## src/sssp_pkg.sv

```systemverilog
package sssp_pkg;

   // register indices; byte address is four times the index
   localparam logic [15:0] IDX_MODE_CLOCK_CTRL = 16'hFFA0;
   localparam logic [15:0] IDX_CTRL_STATUS     = 16'hFFA1;
   localparam logic [15:0] IDX_DATA_UPPER      = 16'hFFA2;
   localparam logic [15:0] IDX_DATA_LOWER      = 16'hFFA3;
   localparam logic [15:0] IDX_INT_STATUS      = 16'hFFA4;
   localparam logic [15:0] IDX_INT_MASK        = 16'hFFA5;

   // reset values
   localparam logic [7:0] CTRL_RESET   = 8'h00;
   localparam logic [7:0] STATUS_FIXED = 8'h80;
   localparam logic [7:0] DATA_RESET   = 8'h00;

   // mode/clock control fields
   localparam int CTRL_MODE_HI = 7;
   localparam int CTRL_MODE_LO = 6;
   localparam int CTRL_SRC     = 3;
   localparam int CTRL_DIV_LO  = 0;
   localparam int CTRL_DIV_W   = 3;

   // control/status fields
   localparam int STS_LEVEL   = 6;
   localparam int STS_OVERRUN = 5;
   localparam int STS_SPARE   = 1;
   localparam int STS_START   = 0;

   // interrupt status/mask fields
   localparam int INT_DONE    = 0;
   localparam int INT_OVERRUN = 1;
   localparam int INT_W       = 2;

   // word lengths in serial clock cycles
   localparam logic [4:0] LEN_8  = 5'h08;
   localparam logic [4:0] LEN_16 = 5'h10;

   // prescaler: counter width and tap bit for codes 7..0 (/2 .. /1024)
   localparam int          PRESC_W  = 10;
   localparam logic [31:0] TAP_BITS = {4'h0, 4'h1, 4'h2, 4'h3, 4'h4, 4'h5, 4'h7, 4'h9};

   typedef enum logic [1:0] {
      SSSP_MODE_8BIT,
      SSSP_MODE_16BIT,
      SSSP_MODE_CONT,
      SSSP_MODE_RSVD
   } sssp_mode_t;

   typedef struct packed {
      logic level;
      logic rise;
      logic fall;
   } sssp_tick_t;

endpackage

```

## src/sssp_prescaler.sv

```systemverilog
`timescale 1ns/1ps
module sssp_prescaler #(
   parameter int CNT_W = sssp_pkg::PRESC_W
) (
   input  wire logic                             core_clk,
   input  wire logic                             sys_rst,
   input  wire logic                             clear,
   input  wire logic [sssp_pkg::CTRL_DIV_W-1:0]  sel,
   output sssp_pkg::sssp_tick_t                  tick
);

   if (CNT_W < 10) begin : g_chk
      $error("sssp_prescaler: counter too narrow for divide by 1024");
   end

   logic [CNT_W-1:0] cnt_reg;
   logic             tap_prev_reg;
   logic [3:0]       tap_idx;
   logic             tap_level;

   assign tap_idx   = sssp_pkg::TAP_BITS[{2'b00, sel} * 4 +: 4];
   assign tap_level = cnt_reg[tap_idx];

   // free running; cleared on control writes so the first period is whole
   always_ff @(posedge core_clk) begin
      if (sys_rst || clear) begin
         cnt_reg      <= '0;
         tap_prev_reg <= 1'b0;
      end else begin
         cnt_reg      <= cnt_reg + 1'b1;
         tap_prev_reg <= tap_level;
      end
   end

   assign tick.level = tap_level;
   assign tick.rise  = tap_level & ~tap_prev_reg;
   assign tick.fall  = ~tap_level & tap_prev_reg;

endmodule // sssp_prescaler

```

## src/sssp_top.sv

```systemverilog
`timescale 1ns/1ps
module sssp_top #(
   parameter int PADDR_W = 32
) (
   input  wire logic               core_clk,
   input  wire logic               sys_rst,
   input  wire logic               psel,
   input  wire logic               penable,
   input  wire logic               pwrite,
   input  wire logic [PADDR_W-1:0] paddr,
   input  wire logic [31:0]        pwdata,
   output logic [31:0]             prdata,
   output logic                    pready,
   output logic                    pslverr,
   input  wire logic               serial_clock_pin_in,
   output logic                    serial_clock_pin_out,
   output logic                    serial_clock_pin_oe,
   input  wire logic               serial_in_pin,
   output logic                    serial_out_pin,
   output logic                    irq
);

   if (PADDR_W < 18 || PADDR_W > 32) begin : g_chk
      $error("sssp_top: address width must cover the register indices");
   end

   // ---------------- registers ----------------
   logic [7:0]                  ctrl_reg;
   logic [7:0]                  data_upper_reg;
   logic [7:0]                  data_lower_reg;
   logic                        busy_reg;
   logic                        overrun_reg;
   logic                        ovr_seen_reg;
   logic                        spare_reg;
   logic                        so_reg;
   logic                        sck_reg;
   logic                        sck_oe_reg;
   logic [4:0]                  bit_cnt_reg;
   logic [sssp_pkg::INT_W-1:0]  int_status_reg;
   logic [sssp_pkg::INT_W-1:0]  int_mask_reg;
   logic                        irq_reg;
   logic                        pready_reg;
   logic                        pslverr_reg;
   logic [31:0]                 prdata_reg;
   logic [1:0]                  sck_sync_reg;
   logic [1:0]                  si_sync_reg;
   logic                        sck_prev_reg;

   // ---------------- decode ----------------
   logic                        acc;
   logic                        wr;
   logic                        rd;
   logic [PADDR_W-1:0]          a_ctrl;
   logic [PADDR_W-1:0]          a_sts;
   logic [PADDR_W-1:0]          a_up;
   logic [PADDR_W-1:0]          a_lo;
   logic [PADDR_W-1:0]          a_ist;
   logic [PADDR_W-1:0]          a_imk;
   logic                        hit_ctrl;
   logic                        hit_sts;
   logic                        hit_up;
   logic                        hit_lo;
   logic                        hit_ist;
   logic                        hit_imk;
   logic                        hit_any;
   logic                        wr_ctrl;
   logic                        wr_sts;
   logic [7:0]                  sts_view;
   logic [31:0]                 rd_mux;

   assign a_ctrl   = PADDR_W'({sssp_pkg::IDX_MODE_CLOCK_CTRL, 2'b00});
   assign a_sts    = PADDR_W'({sssp_pkg::IDX_CTRL_STATUS, 2'b00});
   assign a_up     = PADDR_W'({sssp_pkg::IDX_DATA_UPPER, 2'b00});
   assign a_lo     = PADDR_W'({sssp_pkg::IDX_DATA_LOWER, 2'b00});
   assign a_ist    = PADDR_W'({sssp_pkg::IDX_INT_STATUS, 2'b00});
   assign a_imk    = PADDR_W'({sssp_pkg::IDX_INT_MASK, 2'b00});
   // one wait state: the answer is taken while pready_reg is high
   assign acc      = psel & penable & pready_reg;
   assign wr       = acc & pwrite;
   assign rd       = acc & ~pwrite;
   assign hit_ctrl = (paddr == a_ctrl);
   assign hit_sts  = (paddr == a_sts);
   assign hit_up   = (paddr == a_up);
   assign hit_lo   = (paddr == a_lo);
   assign hit_ist  = (paddr == a_ist);
   assign hit_imk  = (paddr == a_imk);
   assign hit_any  = hit_ctrl | hit_sts | hit_up | hit_lo | hit_ist | hit_imk;
   assign wr_ctrl  = wr & hit_ctrl;
   assign wr_sts   = wr & hit_sts;

   assign sts_view = sssp_pkg::STATUS_FIXED
                   | (8'(so_reg) << sssp_pkg::STS_LEVEL)
                   | (8'(overrun_reg) << sssp_pkg::STS_OVERRUN)
                   | (8'(spare_reg) << sssp_pkg::STS_SPARE)
                   | (8'(busy_reg) << sssp_pkg::STS_START);

   assign rd_mux = hit_ctrl ? {24'h000000, ctrl_reg} :
                   hit_sts  ? {24'h000000, sts_view} :
                   hit_up   ? {24'h000000, data_upper_reg} :
                   hit_lo   ? {24'h000000, data_lower_reg} :
                   hit_ist  ? {30'h00000000, int_status_reg} :
                   hit_imk  ? {30'h00000000, int_mask_reg} : 32'h00000000;

   // ---------------- mode and clock selection ----------------
   sssp_pkg::sssp_mode_t mode;
   sssp_pkg::sssp_tick_t ptick;
   logic                 ext_clk;
   logic                 is16;
   logic                 xfer_mode;
   logic [4:0]           last_bit;
   logic                 ext_rise;
   logic                 ext_fall;
   logic                 edge_rise;
   logic                 edge_fall;
   logic                 start_req;
   logic                 done;

   assign mode      = sssp_pkg::sssp_mode_t'({ctrl_reg[sssp_pkg::CTRL_MODE_HI], ctrl_reg[sssp_pkg::CTRL_MODE_LO]});
   assign ext_clk   = ctrl_reg[sssp_pkg::CTRL_SRC];
   assign is16      = (mode == sssp_pkg::SSSP_MODE_16BIT);
   // reserved mode 11 is treated as idle; software must not use it
   assign xfer_mode = (mode == sssp_pkg::SSSP_MODE_8BIT) || is16;
   assign last_bit  = (is16 ? sssp_pkg::LEN_16 : sssp_pkg::LEN_8) - 5'h01;

   sssp_prescaler u_presc (
      .core_clk (core_clk),
      .sys_rst  (sys_rst),
      .clear    (wr_ctrl),
      .sel      (ctrl_reg[sssp_pkg::CTRL_DIV_LO +: sssp_pkg::CTRL_DIV_W]),
      .tick     (ptick)
   );

   // edge detection reads only the second synchroniser stage
   assign ext_rise  = sck_sync_reg[1] & ~sck_prev_reg;
   assign ext_fall  = ~sck_sync_reg[1] & sck_prev_reg;
   // internal edges follow the pin we drive, so the first edge is a fall
   assign edge_fall = ext_clk ? ext_fall : (ptick.fall & sck_reg);
   assign edge_rise = ext_clk ? ext_rise : (ptick.rise & ~sck_reg);
   assign start_req = wr_sts & pwdata[sssp_pkg::STS_START] & xfer_mode;
   assign done      = busy_reg & edge_rise & (bit_cnt_reg == last_bit) & ~wr_ctrl;

   // ---------------- pin synchronisers ----------------
   always_ff @(posedge core_clk) begin
      if (sys_rst) begin
         sck_sync_reg <= 2'h3;
         si_sync_reg  <= 2'h0;
         sck_prev_reg <= 1'b1;
      end else begin
         sck_sync_reg <= {sck_sync_reg[0], serial_clock_pin_in};
         si_sync_reg  <= {si_sync_reg[0], serial_in_pin};
         sck_prev_reg <= sck_sync_reg[1];
      end
   end

   // ---------------- control register ----------------
   always_ff @(posedge core_clk) begin
      if (sys_rst) begin
         ctrl_reg <= sssp_pkg::CTRL_RESET;
      end else if (wr_ctrl) begin
         ctrl_reg <= pwdata[7:0];
      end
   end

   // ---------------- transfer engine ----------------
   always_ff @(posedge core_clk) begin
      if (sys_rst) begin
         busy_reg    <= 1'b0;
         bit_cnt_reg <= 5'h00;
      end else if (wr_ctrl) begin
         busy_reg    <= 1'b0;
         bit_cnt_reg <= 5'h00;
      end else if (done) begin
         busy_reg    <= 1'b0;
         bit_cnt_reg <= 5'h00;
      end else if (busy_reg && edge_rise) begin
         bit_cnt_reg <= bit_cnt_reg + 5'h01;
      end else if (!busy_reg && start_req) begin
         busy_reg    <= 1'b1;
         bit_cnt_reg <= 5'h00;
      end
   end

   // shift on rising edge: lower takes upper lsb in 16-bit, input enters at top
   always_ff @(posedge core_clk) begin
      if (sys_rst) begin
         data_upper_reg <= sssp_pkg::DATA_RESET;
         data_lower_reg <= sssp_pkg::DATA_RESET;
      end else if (busy_reg && edge_rise && !wr_ctrl) begin
         if (is16) begin
            data_upper_reg <= {si_sync_reg[1], data_upper_reg[7:1]};
            data_lower_reg <= {data_upper_reg[0], data_lower_reg[7:1]};
         end else begin
            data_lower_reg <= {si_sync_reg[1], data_lower_reg[7:1]};
         end
      end else if (wr && hit_up) begin
         data_upper_reg <= pwdata[7:0];
      end else if (wr && hit_lo) begin
         data_lower_reg <= pwdata[7:0];
      end
   end

   // output bit changes on falling edge and holds the last bit after completion
   always_ff @(posedge core_clk) begin
      if (sys_rst) begin
         so_reg    <= 1'b0;
         spare_reg <= 1'b0;
      end else begin
         if (busy_reg && edge_fall && !wr_ctrl) begin
            so_reg <= data_lower_reg[0];
         end else if (wr_sts) begin
            so_reg <= pwdata[sssp_pkg::STS_LEVEL];
         end
         if (wr_sts) begin
            spare_reg <= pwdata[sssp_pkg::STS_SPARE];
         end
      end
   end

   // ---------------- serial clock pin ----------------
   always_ff @(posedge core_clk) begin
      if (sys_rst) begin
         sck_reg    <= 1'b1;
         sck_oe_reg <= 1'b1;
      end else begin
         sck_oe_reg <= ~ext_clk;
         if (mode == sssp_pkg::SSSP_MODE_CONT) begin
            sck_reg <= ptick.level;
         end else if (wr_ctrl || done || !busy_reg || ext_clk) begin
            sck_reg <= 1'b1;
         end else if (ptick.fall) begin
            sck_reg <= 1'b0;
         end else if (ptick.rise) begin
            sck_reg <= 1'b1;
         end
      end
   end

   // ---------------- overrun flag ----------------
   logic ovr_event;
   logic ovr_clear;

   // a rising external clock while idle in mode 00 or 01 is an overrun
   assign ovr_event = ext_clk & xfer_mode & ~busy_reg & ext_rise;
   assign ovr_clear = wr_sts & ~pwdata[sssp_pkg::STS_OVERRUN] & ovr_seen_reg;

   always_ff @(posedge core_clk) begin
      if (sys_rst) begin
         overrun_reg  <= 1'b0;
         ovr_seen_reg <= 1'b0;
      end else begin
         if (ovr_event) begin
            overrun_reg <= 1'b1;
         end else if (ovr_clear) begin
            overrun_reg <= 1'b0;
         end
         if (rd && hit_sts && overrun_reg) begin
            ovr_seen_reg <= 1'b1;
         end else if (ovr_clear || !overrun_reg) begin
            ovr_seen_reg <= 1'b0;
         end
      end
   end

   // ---------------- interrupts ----------------
   logic [sssp_pkg::INT_W-1:0] int_set;
   logic [sssp_pkg::INT_W-1:0] int_clr;

   assign int_set = sssp_pkg::INT_W'({ovr_event, done});
   assign int_clr = (wr && hit_ist) ? pwdata[sssp_pkg::INT_W-1:0] : '0;

   always_ff @(posedge core_clk) begin
      if (sys_rst) begin
         int_status_reg <= '0;
         int_mask_reg   <= '0;
         irq_reg        <= 1'b0;
      end else begin
         // set beats a simultaneous write-one clear
         int_status_reg <= (int_status_reg & ~int_clr) | int_set;
         if (wr && hit_imk) begin
            int_mask_reg <= pwdata[sssp_pkg::INT_W-1:0];
         end
         irq_reg <= |(int_status_reg & int_mask_reg);
      end
   end

   // ---------------- apb answer ----------------
   always_ff @(posedge core_clk) begin
      if (sys_rst) begin
         pready_reg  <= 1'b0;
         pslverr_reg <= 1'b0;
         prdata_reg  <= 32'h00000000;
      end else begin
         pready_reg  <= psel & penable & ~pready_reg;
         pslverr_reg <= psel & penable & ~pready_reg & ~hit_any;
         prdata_reg  <= (psel & penable & ~pwrite) ? rd_mux : 32'h00000000;
      end
   end

   assign prdata               = prdata_reg;
   assign pready               = pready_reg;
   assign pslverr              = pslverr_reg;
   assign serial_clock_pin_out = sck_reg;
   assign serial_clock_pin_oe  = sck_oe_reg;
   assign serial_out_pin       = so_reg;
   assign irq                  = irq_reg;

endmodule // sssp_top

```

## config.mk

```make
export PLATFORM = sky130hd
export DESIGN_NAME = sssp_top
export DESIGN_NICKNAME = d
export VERILOG_FILES = /design/src/sssp_pkg.sv /design/src/sssp_prescaler.sv /design/src/sssp_top.sv
export SDC_FILE = /design/constraint.sdc
export NUM_CORES = 1
export LEC_CHECK = 0
export ABC_CLOCK_PERIOD_IN_PS = 3300
export BUFFER_PORTS_ARGS = -buffer_cell sky130_fd_sc_hd__buf_2
export CORE_MARGIN = 2
export CORE_UTILIZATION = 45
export DETAILED_ROUTE_END_ITERATION = 7
export PLACE_DENSITY = 0.73
export SLEW_MARGIN = 20
export SYNTH_ARGS = -nofsm -noshare
export SYNTH_HDL_FRONTEND = slang
export SYNTH_HIERARCHICAL = 1
export SYNTH_SLANG_ARGS = --single-unit
```

## constraint.sdc

```tcl
create_clock -name core_clk -period 3.3 [get_ports core_clk]
set_input_delay 0.825 -clock core_clk [delete_from_list [all_inputs] [get_ports core_clk]]
set_output_delay 0.825 -clock core_clk [all_outputs]
set_load 0.03 [all_outputs]
```

==> results <==
- The run finished with clean final reports.
- For this run, design rule violations remaining after detail routing come to 0.
- The die span in x is 93.1 um.
- Static timing analysis puts the maximum clock frequency at 340 MHz.
- Counting flops with an async set or reset pin after synthesis yields a share of 0%.
- After legalization and detailed placement, the total HPWL measured 6690 um.
- The kind of cell adding the most delay to the critical path is compound AO/OA/AOI/OAI gates.
- The minimum hold slack is 0.414 ns.
- The congestion estimate from routability-driven global placement came to 0.870.
- The startpoint identified for the worst hold timing path is sck_sync_reg[0]$_SDFF_PP1_.
- The clock reaches the later pin of the worst-skew pair after 0.35 ns.
- The length in cells of the worst reg-to-reg path is 9.
- Row generation in the floorplan step produced 32 rows.
- The worst slew margin relative to its limit is 51.4%.
- The CTS clock-pin slew for the worst setup and hold paths is 0.08 ns.
- The setup-violating endpoint count in the final report is 0.
- The initial antenna violation count came to 0.
- The most frequent cell on the critical path is or2_1.
- The count of clock tree sinks is 67.
- Across the run, the number of max-cap violations was 0.
- The total of cells resized after clock tree synthesis is 0.
- The clock root buffer is clkbuf_8.
- After detailed routing, the number of vias per cell comes to 5.72.
- The cell area after placement is 3870 um2.
- The port buffer count is 60.
- Relative to the synthesized area, the layout overhead comes to 13.4%.
- A synthesized cell averages 8.64 um2.
- The number of synthesized register bits is 67.
- The warning count from the yosys run is 6.
- The detail route stage leaves a number of antenna-violating nets equal to 0.
- Global routing used 21.9% of the available tracks across all layers.
- The endpoint of the worst hold-timing path is sck_sync_reg[1]$_SDFF_PP1_.
- The largest incremental delay on the critical path is 0.56 ns.
- Summed over all failing endpoints, the final setup total negative slack is 0 ns.
- The overall routed net length is 9000 um.
- Summed over all cells, the static leakage comes to 1.53 nW.
- The netlist uses 62 different library cells.
- The TritonCTS clock tree is done.
- The worst setup path is captured at a flop.
- Entering global routing, the biggest net connects 26 pins.
- The register-to-register setup slack is 0.36 ns.
- The startpoint-to-endpoint class of the critical path is reg2reg.
- The clock arrives with 0.00953 ns of skew.
- The path type of the worst min-delay path is reg2reg.
- For this design, the slowest cell found on the critical path is a2111oi_4.
- The highest net fanout along the worst path is 8.
- Once the clock tree was built, the setup fixing pass inserted 0 buffers.
- The number of buffers and inverters on the critical path is 0.
- The first global-routing pass estimated 15200 um of wire.
- Timing analysis after detailed placement gives a worst setup slack of 0.337 ns.
- The worst hold path depth is 1.
- The final cell utilization of the core is 52.7%.
- The worst setup path is launched from a flop.
- The final-stage net count is 540.
- The number of search-and-repair iterations in the first detailed-routing pass is 5.
- The post-route cell area is 4050 um2.
- The source of the worst register-to-register timing path is ctrl_reg[1]$_SDFFE_PP0P_.
- Summed over all layers, the global routing overflow is 0.
- The area inside the core boundary is 7690 um2.
- Setup repair after global routing left no endpoint under its margin.
- Across all setup checks in the final design, the least slack found is 0.358 ns.
- The I/O pin count is 109.
- The largest voltage drop on the vdd net is 0.228 mV.
- The full die area is 8660 um2.
- The actual slew at the worst max-slew pin is 0.709 ns.
- Walking the worst path, the cells encountered are mux2_4 > a221oi_2 > or2_1 > o22ai_1 > nor4bb_1 > or2_1 > a2111oi_4 > o41ai_1 > a31oi_1.
- The share of the Yosys chip area taken by registers is 37.6%.
- The clock passes through at most 2 buffers.
- After detailed placement, the design holds a cell count of 558.
- 0 antenna diodes ended up in the layout.
- The average wire per cell in the routed design is 15.7 um.
- The arrival time at the worst endpoint is 3.22 ns.
- The filler cells instantiated in the layout total 744.
- The post-route netlist has 22.5% of its cells at a drive strength greater than 1.
- For this run, the leading register cell type out of synthesis is dfxtp_1.
- The cell count after synthesis came out at 413.
- The power consumption is 1.56 mW.
- The number of flip-flops under the largest register name is 10.
- The count of flip-flops with a built-in enable after synthesis is 0.
- The count of routing violations after the opening detailed-route iteration is 246.
- The final worst-path cycle share is 89.1%.
- The worst register-to-register path ends at data_upper_reg[2]$_SDFFE_PP0P_.
- The total count of max-transition violations in the final report is 0.
- The effective utilization at floorplan is 46.4%.
- The post-layout minimum cycle time is 2.94 ns.
- The floorplan die height is 93.1 um.
- For this design, the CTS-stage hold fixing added 0 buffers.
- Across all layers, the routed design uses 3281 vias.
- In this run the cell area of the synthesized design comes to 3570 um2.
- The startpoint of the worst setup timing path is ctrl_reg[1]$_SDFFE_PP0P_.
- The number of clock buffers added by TritonCTS is 9.
- The final number of hold-violating endpoints is 0.
- The H-tree depth is 3.
- The required arrival time at the worst endpoint is 3.57 ns.
- Power spread over the standard cell area amounts to 385 nW/um2.
- The number of cells in the finished layout apart from fillers is 574.
- The via count of the first global-routing pass is 3220.
==> Yosys cell counts (3+ instances only) <==
cell      number  share of area [%]
dfxtp_1       67                 38
nand2_1       35                3.7
a21oi_1       31                4.3
buf_4         25                5.3
nor2_1        25                2.6
clkbuf_1      19                2.0
mux2i_1       19                5.3
nand3_1       15                2.1
o21ai_0       13                1.8
nor3_1        12                1.7
a31oi_1       11                1.9
o41ai_1       10                2.5
o31ai_1        9                1.9
buf_2          6               0.84
inv_1          6               0.63
or3_1          6                1.1
xnor2_1        6                1.5
and3_1         5               0.88
nand4_1        5               0.88
nor2b_1        5               0.88
nor4_1         5               0.88
or2_2          5               0.88
xor2_1         5                1.2
mux2_2         4                1.3
nand2b_1       4               0.70
o211ai_1       4               0.84
or2_1          4               0.70
a211oi_1       3               0.63
and4b_1        3               0.84
o22ai_1        3               0.53
or4_1          3               0.63
==> worst reg2reg max path, delay by kind of cell, from the launching register on <==
| kind | cells | cell delay [ns] |
|---|---|---|
| AOI/OAI and AO/OA | 5 | 1.37 |
| and+or+nand+nor | 3 | 0.66 |
| DFF | 1 | 0.51 |
| muxes | 1 | 0.34 |
==> cell families after synthesis <==
logic type	share of synthesized area (%)
adders and majority gates	0.701
other	0.105
muxes	7.01
AOI/OAI and AO/OA	19.1
DFF	37.6
xor gates and xnor gates	2.70
and+or+nand+nor	23.9
buffers and inverters	8.83
==> where the power goes <==
part | internal [mW] | leakage [nW] | switching, mW | total, mW
Combinational | 0.0404 | 0.908 | 0.0911 | 0.132
Clock | 0.291 | 0.0843 | 0.318 | 0.609
Sequential | 0.815 | 0.541 | 0.00477 | 0.820
==> how the worst max path moves through the flow <==
stage	end	slack (ns)	cells past startpoint
after floorplan	data_upper_reg[7]$_SDFFE_PP0P_	0.73	10
after global placement	u_presc/tap_prev_reg$_SDFF_PP0_	0.43	8
after detailed placement	u_presc/tap_prev_reg$_SDFF_PP0_	0.34	8
after CTS	data_upper_reg[2]$_SDFFE_PP0P_	0.42	9
after global routing	data_upper_reg[5]$_SDFFE_PP0P_	0.15	8
final	data_upper_reg[2]$_SDFFE_PP0P_	0.36	9
==> final cells by class <==
cell class | count | area, um2 | area share, %
inverter | 7 | 26.3 | 0.649
sequential | 67 | 1340 | 33.1
clock inverter | 6 | 41.3 | 1.02
clock buffer | 10 | 138 | 3.40
multi-input combinational | 312 | 2000 | 49.4
timing repair buffer | 70 | 375 | 9.27
tap | 102 | 128 | 3.15
==> placed cells by master, fill, tap and decap left out, types with 11 or more instances in the layout <==
cell type / Yosys / routed
nor2_1: 25 / 25
dfxtp_1: 67 / 67
a21oi_1: 31 / 31
nor3_1: 12 / 12
nand2_1: 35 / 35
buf_2: 6 / 60
conb_1: 1 / 24
o21ai_0: 13 / 13
nand3_1: 15 / 15
a31oi_1: 11 / 11
mux2i_1: 19 / 19
==> layer usage <==
| metal | wire (um) | up-vias | GRT usage [%] |
|---|---|---|---|
| met3 | 555 | 18 | 5.96 |
| met2 | 4570 | 113 | 37.0 |
| met1 | 3720 | 1574 | 27.0 |
| met5 | 0 | - | 0 |
| li1 | - | 1576 | - |
| met4 | 148 | 0 | 7.60 |
Note: power is estimated with default switching activity, not from simulation.
